===== src/core/wol_params.svh =====
`ifndef WOL_PARAMS_SVH
`define WOL_PARAMS_SVH

// Register indices, byte address is four times the index
`define IDX_PAGE_CMD   5'h00
`define IDX_BYTE_MASK0 5'h01
`define IDX_CRC_LOW    5'h05
`define IDX_CRC_HIGH   5'h06
`define IDX_OFFSETS    5'h07
`define IDX_LAST_BYTES 5'h08
`define IDX_COMMANDS   5'h09
`define IDX_WAKE_CS    5'h0A
`define IDX_POWER      5'h0B
`define IDX_INT_MASK   5'h0C
`define IDX_STATION    5'h10
`define IDX_BUF_TYPE   5'h15
// Field positions and values
`define PAGE_SEL_HI    7
`define PAGE_WAKE      2'h3
`define PM_LIGHT_SLEEP 2'h1
`define WCS_MAGIC_EN   0
`define WCS_PAT_EN     1
`define WCS_LINK_EN    2
`define WCS_ST_LO      4
`define CMD_ENABLE     0
`define CMD_DA_MATCH   1
`define CMD_CASCADE    31
`define REG8_RST       8'h00
`define REG32_RST      32'h0000_0000
// Pattern check value and repeated-address frame
`define CRC_INIT       16'hFFFF
`define CRC_POLY_REV   16'hA001
`define MAGIC_SYNC     3'h6
`define MAGIC_REPS     5'h10
`endif


===== src/core/wol_pkg.sv =====
package wol_pkg;
  typedef struct packed {
    logic       valid;
    logic       sof;
    logic       eof;
    logic       fcs_ok;
    logic [7:0] data;
  } rx_byte_s;

  typedef struct packed {
    logic [31:0] mask;
    logic [7:0]  offset;
    logic [7:0]  last_byte;
    logic [15:0] crc;
  } filter_cfg_s;

  typedef enum logic [0:0] {
    FRAME_IDLE = 1'b0,
    FRAME_RECV = 1'b1
  } frame_state_e;
endpackage


===== src/core/wake_on_lan_detector.sv =====
// Our own choice: the Avalon-MM interface to the registers.
`timescale 1ns/10ps
`include "wol_params.svh"
module wake_on_lan_detector import wol_pkg::*; #(
  parameter int IDX_W = 11
) (
  // Clock and reset
  input  wire logic        clk,
  input  wire logic        resetn,
  // Avalon-MM register slave
  input  wire logic [6:0]  avs_address,
  input  wire logic        avs_read,
  input  wire logic        avs_write,
  input  wire logic [3:0]  avs_byteenable,
  input  wire logic [31:0] avs_writedata,
  output logic      [31:0] avs_readdata,
  output logic             avs_waitrequest,
  // Receive byte stream from the MAC
  input  wire rx_byte_s    rx_in,
  // PHY link status pin
  input  wire logic        phy_link_up,
  // Status outputs
  output logic             rx_buffer_en,
  output logic             wake_indication,
  output logic             irq
);
  // Registers
  logic [7:0]  page_command;
  logic [31:0] byte_mask [4];
  logic [31:0] crc_pair [2];
  logic [31:0] wake_pattern_offsets;
  logic [31:0] wake_last_bytes;
  logic [31:0] wake_filter_commands;
  logic [2:0]  wake_enables;
  logic [2:0]  wake_status;
  logic [7:0]  power_mgmt;
  logic [2:0]  int_mask;
  logic [7:0]  buffer_type_ctrl;
  logic [47:0] station_addr;

  // Bus decode
  logic [4:0]  reg_idx;
  logic        wake_page;
  logic        wr_go;
  logic [7:0]  wr_byte;
  logic [31:0] next_readdata;

  // Wake mode and frame tracking
  logic             wake_mode;
  frame_state_e     frame_state;
  frame_state_e     next_frame_state;
  logic [IDX_W-1:0] byte_cnt;
  logic [IDX_W-1:0] cur_idx;
  rx_byte_s         rx_gated;
  logic             da_ok;
  logic             frame_done;
  logic             frame_good;

  // Detectors and events
  filter_cfg_s cfg [4];
  logic [3:0]  filt_hit;
  logic [3:0]  filt_en;
  logic [3:0]  pat_ok;
  logic [3:0]  chain_done;
  logic [3:0]  next_chain_done;
  logic [3:0]  pending;
  logic [3:0]  target;
  logic        cascade;
  logic        magic_hit;
  logic        ev_pattern;
  logic        ev_magic;
  logic        ev_link;
  logic [2:0]  clr_status;
  logic [2:0]  next_status;

  // Link pin synchroniser
  logic link_s1;
  logic link_s2;
  logic link_s3;
  logic link_level;
  logic link_change;

  function automatic logic [31:0] shift_in(input logic [31:0] old,
                                           input logic [7:0]  b);
    return {b, old[31:8]};
  endfunction

  function automatic logic reg_hit(input logic [4:0] idx,
                                   input logic [4:0] want,
                                   input logic       page_ok);
    return (idx == want) && (page_ok || want == `IDX_PAGE_CMD);
  endfunction

  assign reg_idx   = avs_address[6:2];
  // Wake registers respond only while page 3 is selected
  assign wake_page = (page_command[`PAGE_SEL_HI -: 2] == `PAGE_WAKE);
  assign wr_go     = avs_write && !avs_waitrequest && avs_byteenable[0] &&
                     (avs_address[1:0] == 2'h0);
  assign wr_byte   = avs_writedata[7:0];

  // One wait state on every access
  always_ff @(posedge clk or negedge resetn) begin
    if (!resetn) begin
      avs_waitrequest <= 1'b1;
    end else if (!avs_waitrequest) begin
      avs_waitrequest <= 1'b1;
    end else if (avs_read || avs_write) begin
      avs_waitrequest <= 1'b0;
    end
  end

  always_comb begin
    next_readdata = 32'h0;
    if (avs_address[1:0] != 2'h0) begin
      next_readdata = 32'h0;
    end else if (reg_hit(reg_idx, `IDX_PAGE_CMD, wake_page)) begin
      next_readdata = {24'h0, page_command};
    end else if (!wake_page) begin
      next_readdata = 32'h0;
    end else if (reg_idx >= `IDX_BYTE_MASK0 && reg_idx < `IDX_CRC_LOW) begin
      next_readdata = byte_mask[2'(reg_idx - `IDX_BYTE_MASK0)];
    end else if (reg_idx == `IDX_CRC_LOW) begin
      next_readdata = crc_pair[0];
    end else if (reg_idx == `IDX_CRC_HIGH) begin
      next_readdata = crc_pair[1];
    end else if (reg_idx == `IDX_OFFSETS) begin
      next_readdata = wake_pattern_offsets;
    end else if (reg_idx == `IDX_LAST_BYTES) begin
      next_readdata = wake_last_bytes;
    end else if (reg_idx == `IDX_COMMANDS) begin
      next_readdata = wake_filter_commands;
    end else if (reg_idx == `IDX_WAKE_CS) begin
      next_readdata = {25'h0, wake_status, 1'b0, wake_enables};
    end else if (reg_idx == `IDX_POWER) begin
      next_readdata = {24'h0, power_mgmt};
    end else if (reg_idx == `IDX_INT_MASK) begin
      next_readdata = {25'h0, int_mask, 4'h0};
    end else if (reg_idx == `IDX_STATION) begin
      next_readdata = station_addr[31:0];
    end else if (reg_idx == `IDX_BUF_TYPE) begin
      next_readdata = {24'h0, buffer_type_ctrl};
    end
  end

  always_ff @(posedge clk or negedge resetn) begin
    if (!resetn) begin
      avs_readdata <= 32'h0;
    end else if (avs_read && avs_waitrequest) begin
      avs_readdata <= next_readdata;
    end
  end

  // Page select, always reachable
  always_ff @(posedge clk or negedge resetn) begin
    if (!resetn) begin
      page_command <= `REG8_RST;
    end else if (wr_go && reg_hit(reg_idx, `IDX_PAGE_CMD, 1'b1)) begin
      page_command <= wr_byte;
    end
  end

  // Filter tables, loaded a byte at a time from the top
  always_ff @(posedge clk or negedge resetn) begin
    if (!resetn) begin
      for (int i = 0; i < 4; i++) byte_mask[i] <= `REG32_RST;
      crc_pair[0]          <= `REG32_RST;
      crc_pair[1]          <= `REG32_RST;
      wake_pattern_offsets <= `REG32_RST;
      wake_last_bytes      <= `REG32_RST;
      wake_filter_commands <= `REG32_RST;
    end else if (wr_go && wake_page) begin
      for (int i = 0; i < 4; i++) begin
        if (reg_idx == `IDX_BYTE_MASK0 + 5'(i)) begin
          byte_mask[i] <= shift_in(byte_mask[i], wr_byte);
        end
      end
      if (reg_idx == `IDX_CRC_LOW) begin
        crc_pair[0] <= shift_in(crc_pair[0], wr_byte);
      end
      if (reg_idx == `IDX_CRC_HIGH) begin
        crc_pair[1] <= shift_in(crc_pair[1], wr_byte);
      end
      if (reg_idx == `IDX_OFFSETS) begin
        wake_pattern_offsets <= shift_in(wake_pattern_offsets, wr_byte);
      end
      if (reg_idx == `IDX_LAST_BYTES) begin
        wake_last_bytes <= shift_in(wake_last_bytes, wr_byte);
      end
      if (reg_idx == `IDX_COMMANDS) begin
        wake_filter_commands <= shift_in(wake_filter_commands, wr_byte);
      end
    end
  end

  // Station address, six writes, first byte ends lowest
  always_ff @(posedge clk or negedge resetn) begin
    if (!resetn) begin
      station_addr <= 48'h0;
    end else if (wr_go && reg_hit(reg_idx, `IDX_STATION, wake_page)) begin
      station_addr <= {wr_byte, station_addr[47:8]};
    end
  end

  // Control bytes
  always_ff @(posedge clk or negedge resetn) begin
    if (!resetn) begin
      wake_enables     <= 3'h0;
      power_mgmt       <= `REG8_RST;
      int_mask         <= 3'h0;
      buffer_type_ctrl <= `REG8_RST;
    end else if (wr_go && wake_page) begin
      if (reg_idx == `IDX_WAKE_CS) begin
        wake_enables <= wr_byte[2:0];
      end
      if (reg_idx == `IDX_POWER) begin
        power_mgmt <= wr_byte;
      end
      if (reg_idx == `IDX_INT_MASK) begin
        int_mask <= wr_byte[`WCS_ST_LO +: 3];
      end
      if (reg_idx == `IDX_BUF_TYPE) begin
        buffer_type_ctrl <= wr_byte;
      end
    end
  end

  assign wake_mode = (|wake_enables) &&
                     (power_mgmt[1:0] == `PM_LIGHT_SLEEP);

  always_ff @(posedge clk or negedge resetn) begin
    if (!resetn) begin
      rx_buffer_en <= 1'b1;
    end else begin
      rx_buffer_en <= !wake_mode;
    end
  end

  // Frame tracking, only while detecting
  always_comb begin
    rx_gated       = rx_in;
    rx_gated.valid = rx_in.valid && wake_mode &&
                     (rx_in.sof || frame_state == FRAME_RECV);
    cur_idx        = rx_in.sof ? '0 : byte_cnt;
    next_frame_state = frame_state;
    case (frame_state)
      FRAME_IDLE: begin
        if (rx_gated.valid && !rx_in.eof) next_frame_state = FRAME_RECV;
      end
      FRAME_RECV: begin
        if (!wake_mode) next_frame_state = FRAME_IDLE;
        else if (rx_gated.valid && rx_in.eof) next_frame_state = FRAME_IDLE;
      end
      default: next_frame_state = FRAME_IDLE;
    endcase
  end

  always_ff @(posedge clk or negedge resetn) begin
    if (!resetn) begin
      frame_state <= FRAME_IDLE;
      byte_cnt    <= '0;
    end else begin
      frame_state <= next_frame_state;
      if (rx_gated.valid && cur_idx != '1) byte_cnt <= cur_idx + 1'b1;
    end
  end

  // Destination address filter
  always_ff @(posedge clk or negedge resetn) begin
    if (!resetn) begin
      da_ok <= 1'b0;
    end else if (rx_gated.valid && cur_idx < IDX_W'(6)) begin
      da_ok <= (rx_in.sof || da_ok) &&
               (rx_in.data == station_addr[{cur_idx[2:0], 3'h0} +: 8]);
    end
  end

  always_ff @(posedge clk or negedge resetn) begin
    if (!resetn) begin
      frame_done <= 1'b0;
      frame_good <= 1'b0;
    end else begin
      frame_done <= rx_gated.valid && rx_in.eof;
      if (rx_gated.valid && rx_in.eof) frame_good <= rx_in.fcs_ok;
    end
  end

  // Four pattern filters
  genvar g;
  generate
    for (g = 0; g < 4; g++) begin : gen_filter
      assign cfg[g].mask      = byte_mask[g];
      assign cfg[g].offset    = wake_pattern_offsets[8*g +: 8];
      assign cfg[g].last_byte = wake_last_bytes[8*g +: 8];
      assign cfg[g].crc       = crc_pair[g/2][16*(g%2) +: 16];
      assign filt_en[g]       = wake_filter_commands[8*g + `CMD_ENABLE];
      assign pat_ok[g] = filt_hit[g] && filt_en[g] && frame_good &&
                         (!wake_filter_commands[8*g + `CMD_DA_MATCH] ||
                          da_ok);

      wake_pattern_filter #(
        .IDX_W (IDX_W)
      ) u_filter (
        .clk      (clk),
        .resetn   (resetn),
        .rx_in    (rx_gated),
        .byte_idx (cur_idx),
        .cfg      (cfg[g]),
        .hit      (filt_hit[g])
      );
    end
  endgenerate

  wake_magic_detector u_magic (
    .clk     (clk),
    .resetn  (resetn),
    .rx_in   (rx_gated),
    .station (station_addr),
    .hit     (magic_hit)
  );

  // Parallel or chained pattern matching
  assign cascade = wake_filter_commands[`CMD_CASCADE];
  assign pending = filt_en & ~chain_done;
  assign target  = pending & (~pending + 4'h1);

  always_comb begin
    next_chain_done = chain_done;
    ev_pattern      = 1'b0;
    if (!wake_mode || !cascade) begin
      next_chain_done = 4'h0;
      ev_pattern = wake_mode && wake_enables[`WCS_PAT_EN] && frame_done &&
                   (|pat_ok);
    end else if (frame_done && (|(pat_ok & target))) begin
      next_chain_done = chain_done | target;
      if ((next_chain_done & filt_en) == filt_en) begin
        next_chain_done = 4'h0;
        ev_pattern      = wake_enables[`WCS_PAT_EN];
      end
    end
  end

  always_ff @(posedge clk or negedge resetn) begin
    if (!resetn) begin
      chain_done <= 4'h0;
    end else begin
      chain_done <= next_chain_done;
    end
  end

  // Link pin: a change counts once stages two and three agree
  always_ff @(posedge clk or negedge resetn) begin
    if (!resetn) begin
      link_s1    <= 1'b0;
      link_s2    <= 1'b0;
      link_s3    <= 1'b0;
      link_level <= 1'b0;
    end else begin
      link_s1 <= phy_link_up;
      link_s2 <= link_s1;
      link_s3 <= link_s2;
      if (link_s2 == link_s3) link_level <= link_s3;
    end
  end

  assign link_change = (link_s2 == link_s3) && (link_s3 != link_level);

  // Wake events, sticky status, set beats clear
  assign ev_magic = wake_mode && wake_enables[`WCS_MAGIC_EN] &&
                    magic_hit && frame_good;
  assign ev_link  = wake_mode && wake_enables[`WCS_LINK_EN] &&
                    link_change;
  assign clr_status = (wr_go && reg_hit(reg_idx, `IDX_WAKE_CS, wake_page)) ?
                      wr_byte[`WCS_ST_LO +: 3] : 3'h0;
  assign next_status = (wake_status & ~clr_status) |
                       {ev_link, ev_magic, ev_pattern};

  always_ff @(posedge clk or negedge resetn) begin
    if (!resetn) begin
      wake_status     <= 3'h0;
      wake_indication <= 1'b0;
      irq             <= 1'b0;
    end else begin
      wake_status     <= next_status;
      wake_indication <= |next_status;
      irq             <= |(next_status & int_mask);
    end
  end
endmodule


===== src/core/wake_pattern_filter.sv =====
`timescale 1ns/10ps
`include "wol_params.svh"
module wake_pattern_filter import wol_pkg::*; #(
  parameter int IDX_W = 11
) (
  // Clock and reset
  input  wire logic             clk,
  input  wire logic             resetn,
  // Frame bytes and position
  input  wire rx_byte_s         rx_in,
  input  wire logic [IDX_W-1:0] byte_idx,
  // Setup and result
  input  wire filter_cfg_s      cfg,
  output logic                  hit
);
  logic [15:0]      crc;
  logic [15:0]      next_crc;
  logic             last_ok;
  logic             next_last_ok;
  logic [IDX_W-1:0] start;
  logic [IDX_W-1:0] rel;
  logic             in_win;

  function automatic logic [15:0] crc16_step(input logic [15:0] c,
                                             input logic [7:0]  d);
    logic [15:0] r;
    r = c;
    for (int b = 0; b < 8; b++) begin
      r = (r[0] ^ d[b]) ? ((r >> 1) ^ `CRC_POLY_REV) : (r >> 1);
    end
    return r;
  endfunction

  function automatic logic [4:0] top_bit(input logic [31:0] m);
    logic [4:0] t;
    t = 5'h0;
    for (int j = 0; j < 32; j++) begin
      if (m[j]) t = 5'(j);
    end
    return t;
  endfunction

  assign start  = IDX_W'({cfg.offset, 1'b0});
  assign rel    = byte_idx - start;
  assign in_win = (byte_idx >= start) && (rel < IDX_W'(32));

  always_comb begin
    next_crc     = rx_in.sof ? `CRC_INIT : crc;
    next_last_ok = rx_in.sof ? 1'b0 : last_ok;
    if (rx_in.valid && in_win && cfg.mask[rel[4:0]]) begin
      next_crc = crc16_step(next_crc, rx_in.data);
    end
    if (rx_in.valid && in_win && rel[4:0] == top_bit(cfg.mask)) begin
      next_last_ok = (rx_in.data == cfg.last_byte);
    end
  end

  always_ff @(posedge clk or negedge resetn) begin
    if (!resetn) begin
      crc     <= `CRC_INIT;
      last_ok <= 1'b0;
      hit     <= 1'b0;
    end else begin
      if (rx_in.valid) begin
        crc     <= next_crc;
        last_ok <= next_last_ok;
      end
      hit <= rx_in.valid && rx_in.eof && (cfg.mask != 32'h0) &&
             (next_crc == cfg.crc) && next_last_ok;
    end
  end
endmodule


===== src/core/wake_magic_detector.sv =====
`timescale 1ns/10ps
`include "wol_params.svh"
module wake_magic_detector import wol_pkg::*; (
  // Clock and reset
  input  wire logic        clk,
  input  wire logic        resetn,
  // Frame bytes and own address
  input  wire rx_byte_s    rx_in,
  input  wire logic [47:0] station,
  // Result at frame end
  output logic             hit
);
  logic [2:0] sync_cnt;
  logic [2:0] pos;
  logic [4:0] reps;
  logic       matching;
  logic       found;
  logic [2:0] next_sync;
  logic [2:0] next_pos;
  logic [4:0] next_reps;
  logic       next_matching;
  logic       next_found;

  always_comb begin
    next_sync     = rx_in.sof ? 3'h0 : sync_cnt;
    next_pos      = rx_in.sof ? 3'h0 : pos;
    next_reps     = rx_in.sof ? 5'h0 : reps;
    next_matching = rx_in.sof ? 1'b0 : matching;
    next_found    = rx_in.sof ? 1'b0 : found;
    if (next_matching && rx_in.data == station[{next_pos, 3'h0} +: 8]) begin
      next_pos = (next_pos == 3'h5) ? 3'h0 : next_pos + 3'h1;
      if (next_pos == 3'h0) next_reps = next_reps + 5'h1;
      if (next_reps == `MAGIC_REPS) begin
        next_found    = 1'b1;
        next_matching = 1'b0;
      end
    end else if (!next_matching && next_sync == `MAGIC_SYNC &&
                 rx_in.data == station[7:0]) begin
      next_matching = 1'b1;
      next_pos      = 3'h1;
      next_reps     = 5'h0;
    end else begin
      next_matching = 1'b0;
      if (rx_in.data != 8'hFF) next_sync = 3'h0;
      else if (next_sync != `MAGIC_SYNC) next_sync = next_sync + 3'h1;
    end
  end

  always_ff @(posedge clk or negedge resetn) begin
    if (!resetn) begin
      sync_cnt <= 3'h0;
      pos      <= 3'h0;
      reps     <= 5'h0;
      matching <= 1'b0;
      found    <= 1'b0;
      hit      <= 1'b0;
    end else begin
      if (rx_in.valid) begin
        sync_cnt <= next_sync;
        pos      <= next_pos;
        reps     <= next_reps;
        matching <= next_matching;
        found    <= next_found;
      end
      hit <= rx_in.valid && rx_in.eof && next_found;
    end
  end
endmodule


===== config.mk =====
export PLATFORM = sky130hd
export DESIGN_NAME = wake_on_lan_detector
export DESIGN_NICKNAME = d
export VERILOG_FILES = /design/src/core/wol_pkg.sv /design/src/core/wake_on_lan_detector.sv /design/src/core/wake_pattern_filter.sv /design/src/core/wake_magic_detector.sv
export VERILOG_INCLUDE_DIRS = /design/src /design/src/core
export SDC_FILE = /design/constraint.sdc
export NUM_CORES = 1
export LEC_CHECK = 0
export BUFFER_PORTS_ARGS = -buffer_cell sky130_fd_sc_hd__buf_2
export CAP_MARGIN = 10
export CORE_MARGIN = 1
export CORE_UTILIZATION = 40
export CTS_CLUSTER_SIZE = 25
export DETAILED_ROUTE_END_ITERATION = 10
export PLACE_DENSITY = 0.53
export SLEW_MARGIN = 20
export SYNTH_ARGS = -nofsm -noshare
export SYNTH_HDL_FRONTEND = slang
export SYNTH_HIERARCHICAL = 1
export SYNTH_SLANG_ARGS = --single-unit

===== constraint.sdc =====
create_clock -name clk -period 12.9 [get_ports clk]
set_input_delay 0.645 -clock clk [delete_from_list [all_inputs] [get_ports clk]]
set_output_delay 0.645 -clock clk [all_outputs]
set_load 0.02 [all_outputs]

# Yosys cells after proc, flatten, opt, wreduce, memory -nomap -nowiden
# Cells that the tools add are included.
[totals]
register_bits = 514
inputBits = 60
output_inout_bits = 36
wordCells = 543
[classes]
addsub = 10
order_cmp = 16
eq_ne = 40
shifts = 2
muxes = 232
bitwise = 77
n_reduce_logical = 117
[ops]
columns = ["cell", "count"]
rows = [
  ["$mux 16", 40],
  ["$mux 5", 125],
  ["$mux 32", 15],
  ["$reduce_bool 32->1", 4],
  ["$not 2->3", 33],
  ["$shiftx 48x7->8", 2],
  ["$logic_and 1x1->1", 73],
  ["$bmux 32 s2", 1],
  ["$eq 16x16->1", 4],
  ["$eq 8x8->1", 7],
  ["$ge 11x9->1", 4],
  ["$lt 11x6->1 const B", 4],
  ["$sub 11x9->11", 4],
  ["$xor 1x1->1", 32],
  ["$mux 1", 31],
  ["$mux 3", 10],
  ["$reduce_and 2->1", 13],
  ["$eq 5x4->1 const B", 5],
  ["$lt 5x6->1 const B", 4],
  ["$bmux 1 s5", 4],
  ["$eq 5x3->1 const B", 4],
  ["$eq 5x5->1", 4],
  ["$and 4x4->4", 4],
  ["$eq 5x5->1 const B", 3],
  ["other kinds (38)", 64],
]

# Longest topological paths before layout
[depth]
depth_word = 35
depth_mapped = 19
depth_no_buf = 15

# Cells and area by module
# Netlist, hierarchy kept.
[modules_own_cells]
columns = ["module", "n_inst", "cells_each", "area_per_inst_um2", "seq_area_each_um2"]
rows = [
  ["wake_on_lan_detector", 1, 1615, 20233.2, 10712.8],
  ["wake_pattern_filter (gen_filter[0].u_filter ...)", 3, 371, 3081.7, 470.5],
  ["wake_pattern_filter (gen_filter[3].u_filter)", 1, 378, 3095.5, 470.5],
  ["wake_magic_detector", 1, 229, 1829.3, 350.3],
]

# Worst setup path before layout
# No wires, ideal clock.
[synth_path]
kind = "input port to flip-flop"
startpoint = "input rx_in[10] (netlist bit)"
endpoint = "register gen_filter[3].u_filter.hit"
t_arrival_ns = 4.386
required_ns = 12.804
slack_ns = 8.418
path_stages = 16
cell_sequence = "buf_2 > nor2b_1 > inv_1 > ha_1 > inv_1 > fa_1 > buf_6 > mux4_2 > nor3_1 > mux2_4 > nor4_4 > and3_1 > nor3_1 > or3b_1 > or4_1 > nor4_2"
[synth_between]
elab_cells_between_ends = 46
classes_between = "1 x add/sub; 2 x order compare; 2 x eq/ne; 15 x mux; 16 x bitwise; 10 x reduce/logical"
[synth_lines]
columns = ["element", "line", "source"]
rows = [
  ["from (decl)", "wake_on_lan_detector.sv:19", "input wire rx_byte_s rx_in,"],
  ["$mux 11 *", "wake_on_lan_detector.sv:243", "cur_idx = rx_in.sof ? '0 : byte_cnt;"],
  ["via cur_idx[1]", "wake_on_lan_detector.sv:53", "logic [IDX_W-1:0] cur_idx;"],
  ["$sub 11x9->11", "wake_pattern_filter.sv:44", "assign rel = byte_idx - start;"],
  ["$lt 11x6->1", "wake_pattern_filter.sv:45", "assign in_win = (byte_idx >= start) && (rel < IDX_W'(32));"],
  ["$logic_and 1x1->1", "wake_pattern_filter.sv:45", ""],
  ["$logic_and 1x1->1", "wake_pattern_filter.sv:50, wake_pattern_filter.sv:53", ""],
  ["$logic_and 1x1->1", "wake_pattern_filter.sv:50", "if (rx_in.valid && in_win && cfg.mask[rel[4:0]]) begin"],
  ["$mux 16", "wake_pattern_filter.sv:50", ""],
  ["$eq 16x16->1", "wake_pattern_filter.sv:69", "(next_crc == cfg.crc) && next_last_ok;"],
  ["$logic_and 1x1->1", "wake_pattern_filter.sv:68", "hit <= rx_in.valid && rx_in.eof && (cfg.mask != 32'h0) &&"],
  ["$logic_and 1x1->1 *", "wake_pattern_filter.sv:69", ""],
  ["to (signal assigned)", "wake_pattern_filter.sv:68", ""],
  ["to (decl)", "wake_pattern_filter.sv:14", "output logic hit"],
]
# The timed path passes the listed nets; every way through them passes the cells marked *. The select of a mux whose other input is x is not followed.
# A chain may end at the register's enable or synchronous reset.

# Worst setup path in the final report
[layout_path]
startpoint = "register byte_cnt[1]"
endpoint = "register gen_filter[1].u_filter.hit"
[layout_between]
elab_chain_len = 10
elab_cells_between_ends = 16
classes_between = "1 x add/sub; 2 x order compare; 2 x eq/ne; 5 x mux; 6 x reduce/logical"
[layout_rtl]
columns = ["element", "line", "source"]
rows = [
  ["from (decl)", "wake_on_lan_detector.sv:52", "logic [IDX_W-1:0] byte_cnt;"],
  ["from (signal assigned)", "wake_on_lan_detector.sv:263", "if (rx_gated.valid && cur_idx != '1) byte_cnt <= cur_idx + 1'b1;"],
  ["$mux 11 *", "wake_on_lan_detector.sv:243", ""],
  ["via cur_idx[1]", "wake_on_lan_detector.sv:53", ""],
  ["$sub 11x9->11", "wake_pattern_filter.sv:44", ""],
  ["$lt 11x6->1", "wake_pattern_filter.sv:45", ""],
  ["$logic_and 1x1->1", "wake_pattern_filter.sv:45", ""],
  ["$logic_and 1x1->1", "wake_pattern_filter.sv:50, wake_pattern_filter.sv:53", ""],
  ["$logic_and 1x1->1", "wake_pattern_filter.sv:50", ""],
  ["$mux 16", "wake_pattern_filter.sv:50", ""],
  ["$eq 16x16->1", "wake_pattern_filter.sv:69", ""],
  ["$logic_and 1x1->1", "wake_pattern_filter.sv:68", ""],
  ["$logic_and 1x1->1 *", "wake_pattern_filter.sv:69", ""],
  ["to (signal assigned)", "wake_pattern_filter.sv:68", ""],
  ["to (decl)", "wake_pattern_filter.sv:14", ""],
]
# Marks and branches as above.

==> impl_metrics.env <==
export IMPL_drc_errors=0
export IMPL_hold_ws_ps=103
export IMPL_setup_ws_ps=7500
export IMPL_cts_root_buf="clkbuf_16"
export IMPL_grtUsageTotal_pct=28.5
export IMPL_p_leak_nw=16.1
export IMPL_ys_seq_area_share_pct=37.6
export IMPL_grt_ovfl_total=0
export IMPL_cts_inserted_buffers=61
export IMPL_synth_flop_cell="dfrtp_1"
export IMPL_holdPathStages=1
export IMPL_fmax_mhz=185
export IMPL_drtPass1Iterations=8
export IMPL_synth_cells=3335
export IMPL_crit_arrival_ps=5890
export IMPL_startpoint_type="register"
export IMPL_status="completed"
export IMPL_dp_hpwl_mm=88.0
export IMPL_hold_start="phy_link_up"
export IMPL_place_ws_ps=7200
export IMPL_vias=28300
export IMPL_finalSetupViolations=0
export IMPL_r2r_cells=17
export IMPL_synth_edff_count=0
export IMPL_synthDistinctLibCells=127
export IMPL_gp_congestion=0.955
export IMPL_cts_max_level=2
export IMPL_routed_wirelength_mm=125
export IMPL_hold_path_endpoint="link_s1"
export IMPL_critPathKind="reg -> reg"
export IMPL_core_area_sq_mm=0.0851
export IMPL_mostFrequentLayoutCell="dfrtp_1"
export IMPL_avgRoutedWirePerCell_um=27.7
export IMPL_netlist_area_sq_mm=0.0344
export IMPL_ir_drop_uv=101
export IMPL_hold_violations=0
export IMPL_syn_to_final_growth_pct=9.00
export IMPL_yosysWarningCount=6
export IMPL_cts_tree="done"
export IMPL_clock_sinks=514
export IMPL_drt_iter0_markers=2988
export IMPL_die_y_um=295
export IMPL_port_buffers=68
export IMPL_layout_worst_path_cycle_share_pct=41.9
export IMPL_cp_data_required_time_ps=13390
export IMPL_yosys_register_bits=514
export IMPL_slew_violations=0
export IMPL_drive_gt1_share_pct=24.9
export IMPL_grt_max_degree=159
export IMPL_maxCapViolations=0
export IMPL_num_rows=107
export IMPL_avgSynthCellArea_sq_um=10.3
export IMPL_synthArstFlopShare_pct=100
export IMPL_rsz0062_at_grt="no"
export IMPL_die_w_um=295
export IMPL_clk_latency_ps=670
export IMPL_start_util_pct=40.4
export IMPL_cts_setup_buffers=0
export IMPL_pwr_density_cell_mw_per_mm2=103
export IMPL_grt_pass1_wl_mm=185
export IMPL_grt_pass1_vias=27400
export IMPL_ant_nets=0
export IMPL_tightest_slew_ps=1110
export IMPL_finalSetupTns_ps=0
export IMPL_min_path_type="in -> reg"
export IMPL_clockBufferDepth=3
export IMPL_r2r_slack_ps=7500
export IMPL_cts_resized=0
export IMPL_endpoint_kind="register"
export IMPL_slew_headroom_pct=25.9
export IMPL_clock_skew_ps=26.2
export IMPL_avgViaCountPerCell=6.27
export IMPL_cp_max_fo=20
export IMPL_rr_startpoint="byte_cnt[1]"
export IMPL_path_clk_slew_ps=60
export IMPL_dieArea_sq_mm=0.0872
export IMPL_antenna_found_initial=7
export IMPL_reg2reg_to="gen_filter[1].u_filter/hit"
export IMPL_mostFrequentLayoutCells="dfrtp_1, mux2_2, nor2_1"
export IMPL_period_needed_ps=5400
export IMPL_syn_num_nets=3439
export IMPL_nets=3413
export IMPL_ios=96
[repair_timing]
item,in CTS,in global routing
endpoints found under the setup margin,0,0
hold endpoints to repair,60,0
hold buffers,1,0
[synth_stat cells, drive strengths merged (15+ instances only)]
cell     instances  area share (%)
clkbuf          83             1.0
or4             27            0.60
o211ai          36            0.80
a22oi           47             1.1
xnor2          131             3.8
o22ai           34            0.64
nor3            81             1.2
nor2           242             2.8
a21o            42            0.92
inv            125             1.4
o21ai          177             2.7
dfstp           66             5.0
a31oi           49            0.89
dfrtp          448              33
mux4            64             4.2
mux2           382              13
a221oi          39             1.0
or2             15            0.27
nor4            53             1.3
mux2i           61             1.8
xor2            53             1.5
a211oi          18            0.49
o31ai           28            0.61
a21oi          158             2.4
o2111ai         18            0.46
nor2b           53            0.96
nand2          188             2.1
and3            24            0.50
nand4           29            0.53
buf            120             2.3
o21a            19            0.41
ha              40             1.5
nand2b          31            0.56
nand3           52            0.77
or3             23            0.42
[through the flow]
stage / power [W] / instance area, sq um / cells / utilization [%]
3_3_place_gp: 0.00209 / 35400 / 4388 / 41.6
2_1_floorplan: 0.00196 / 34400 / 3335 / -
3_5_place_dp: 0.00210 / 35400 / 4388 / 41.6
6_report: 0.00385 / 37500 / 4507 / 44.0
5_1_grt: 0.00398 / 37500 / 4503 / 44.0
4_1_cts: 0.00389 / 37500 / 4502 / 44.0
[how the worst max path moves through the flow]
stage / endpoint / from / slack (ps) / depth (start not counted)
floorplan: gen_filter[3].u_filter/hit / rx_in[10] / 8420 / 16
global placement: gen_filter[1].u_filter/hit / rx_in[10] / 7190 / 13
detailed placement: gen_filter[1].u_filter/hit / rx_in[10] / 7200 / 13
CTS: gen_filter[1].u_filter/hit / byte_cnt[1] / 7560 / 17
global route: gen_filter[1].u_filter/hit / byte_cnt[1] / 7340 / 17
finish: gen_filter[1].u_filter/hit / byte_cnt[1] / 7500 / 17
[cells by family after synthesis]
| logic type | after synthesis | share of synthesized area (%) |
|---|---|---|
| fa+ha+maj | 46 | 1.75 |
| mux | 507 | 18.5 |
| flops | 514 | 37.6 |
| xor+xnor | 192 | 5.91 |
| buf+inv | 335 | 4.98 |
| simple gates | 908 | 14.2 |
| compound gates | 833 | 17.0 |
[flip-flops by register name, indices dropped and copies added, names as in the netlist, 32 cells and up]
signal,flops
byte_mask,128
cfg,64
gen_filter.u_filter/crc,64
station_addr,48
avs_readdata,32
wake_filter_commands,32
wake_last_bytes,32
wake_pattern_offsets,32
[report_power, final]
group / leakage [nW] / internal (W) / switching [W]
Combinational: 8.15 / 0.000161 / 0.000277
Sequential: 6.90 / 0.00163 / 0.0000115
Clock: 1.00 / 0.00104 / 0.000737
[layout make-up]
cell class,instances,area (sq um)
Multi-Input combinational cell,2486,19800
Antenna cell,4,10.0
Clock buffer,87,1790
Inverter,125,469
Timing Repair Buffer,121,779
Tap cell,1144,1430
Fill cell,8143,47600
Clock inverter,26,254
Sequential cell,514,12900
[per-layer routing]
| metal | global-route usage, % | vias to the layer above | part of all wire, % |
|---|---|---|---|
| li1 | - | 12500 | - |
| met1 | 38.2 | 14400 | 43 |
| met2 | 44.9 | 1184 | 46 |
| met3 | 4.74 | 272 | 6.4 |
| met4 | 13.4 | 2 | 5.0 |
| met5 | 0.333 | - | 0.015 |
[worst max-delay path: stages, from the launching register on]
cell and delay, ps:
dfrtp_1 350, buf_4 210, nor2b_1 200, buf_4 220, inv_1 70, ha_1 230, inv_1 80, fa_1 440
nand3_1 120, and4b_1 200, o22ai_1 80, nor4_2 540, and2_1 510, nand2_1 120, a2111oi_1 790, mux2i_1 280
nand4b_1 270, nor4_2 500
Power figures use the tool's default switching activity.
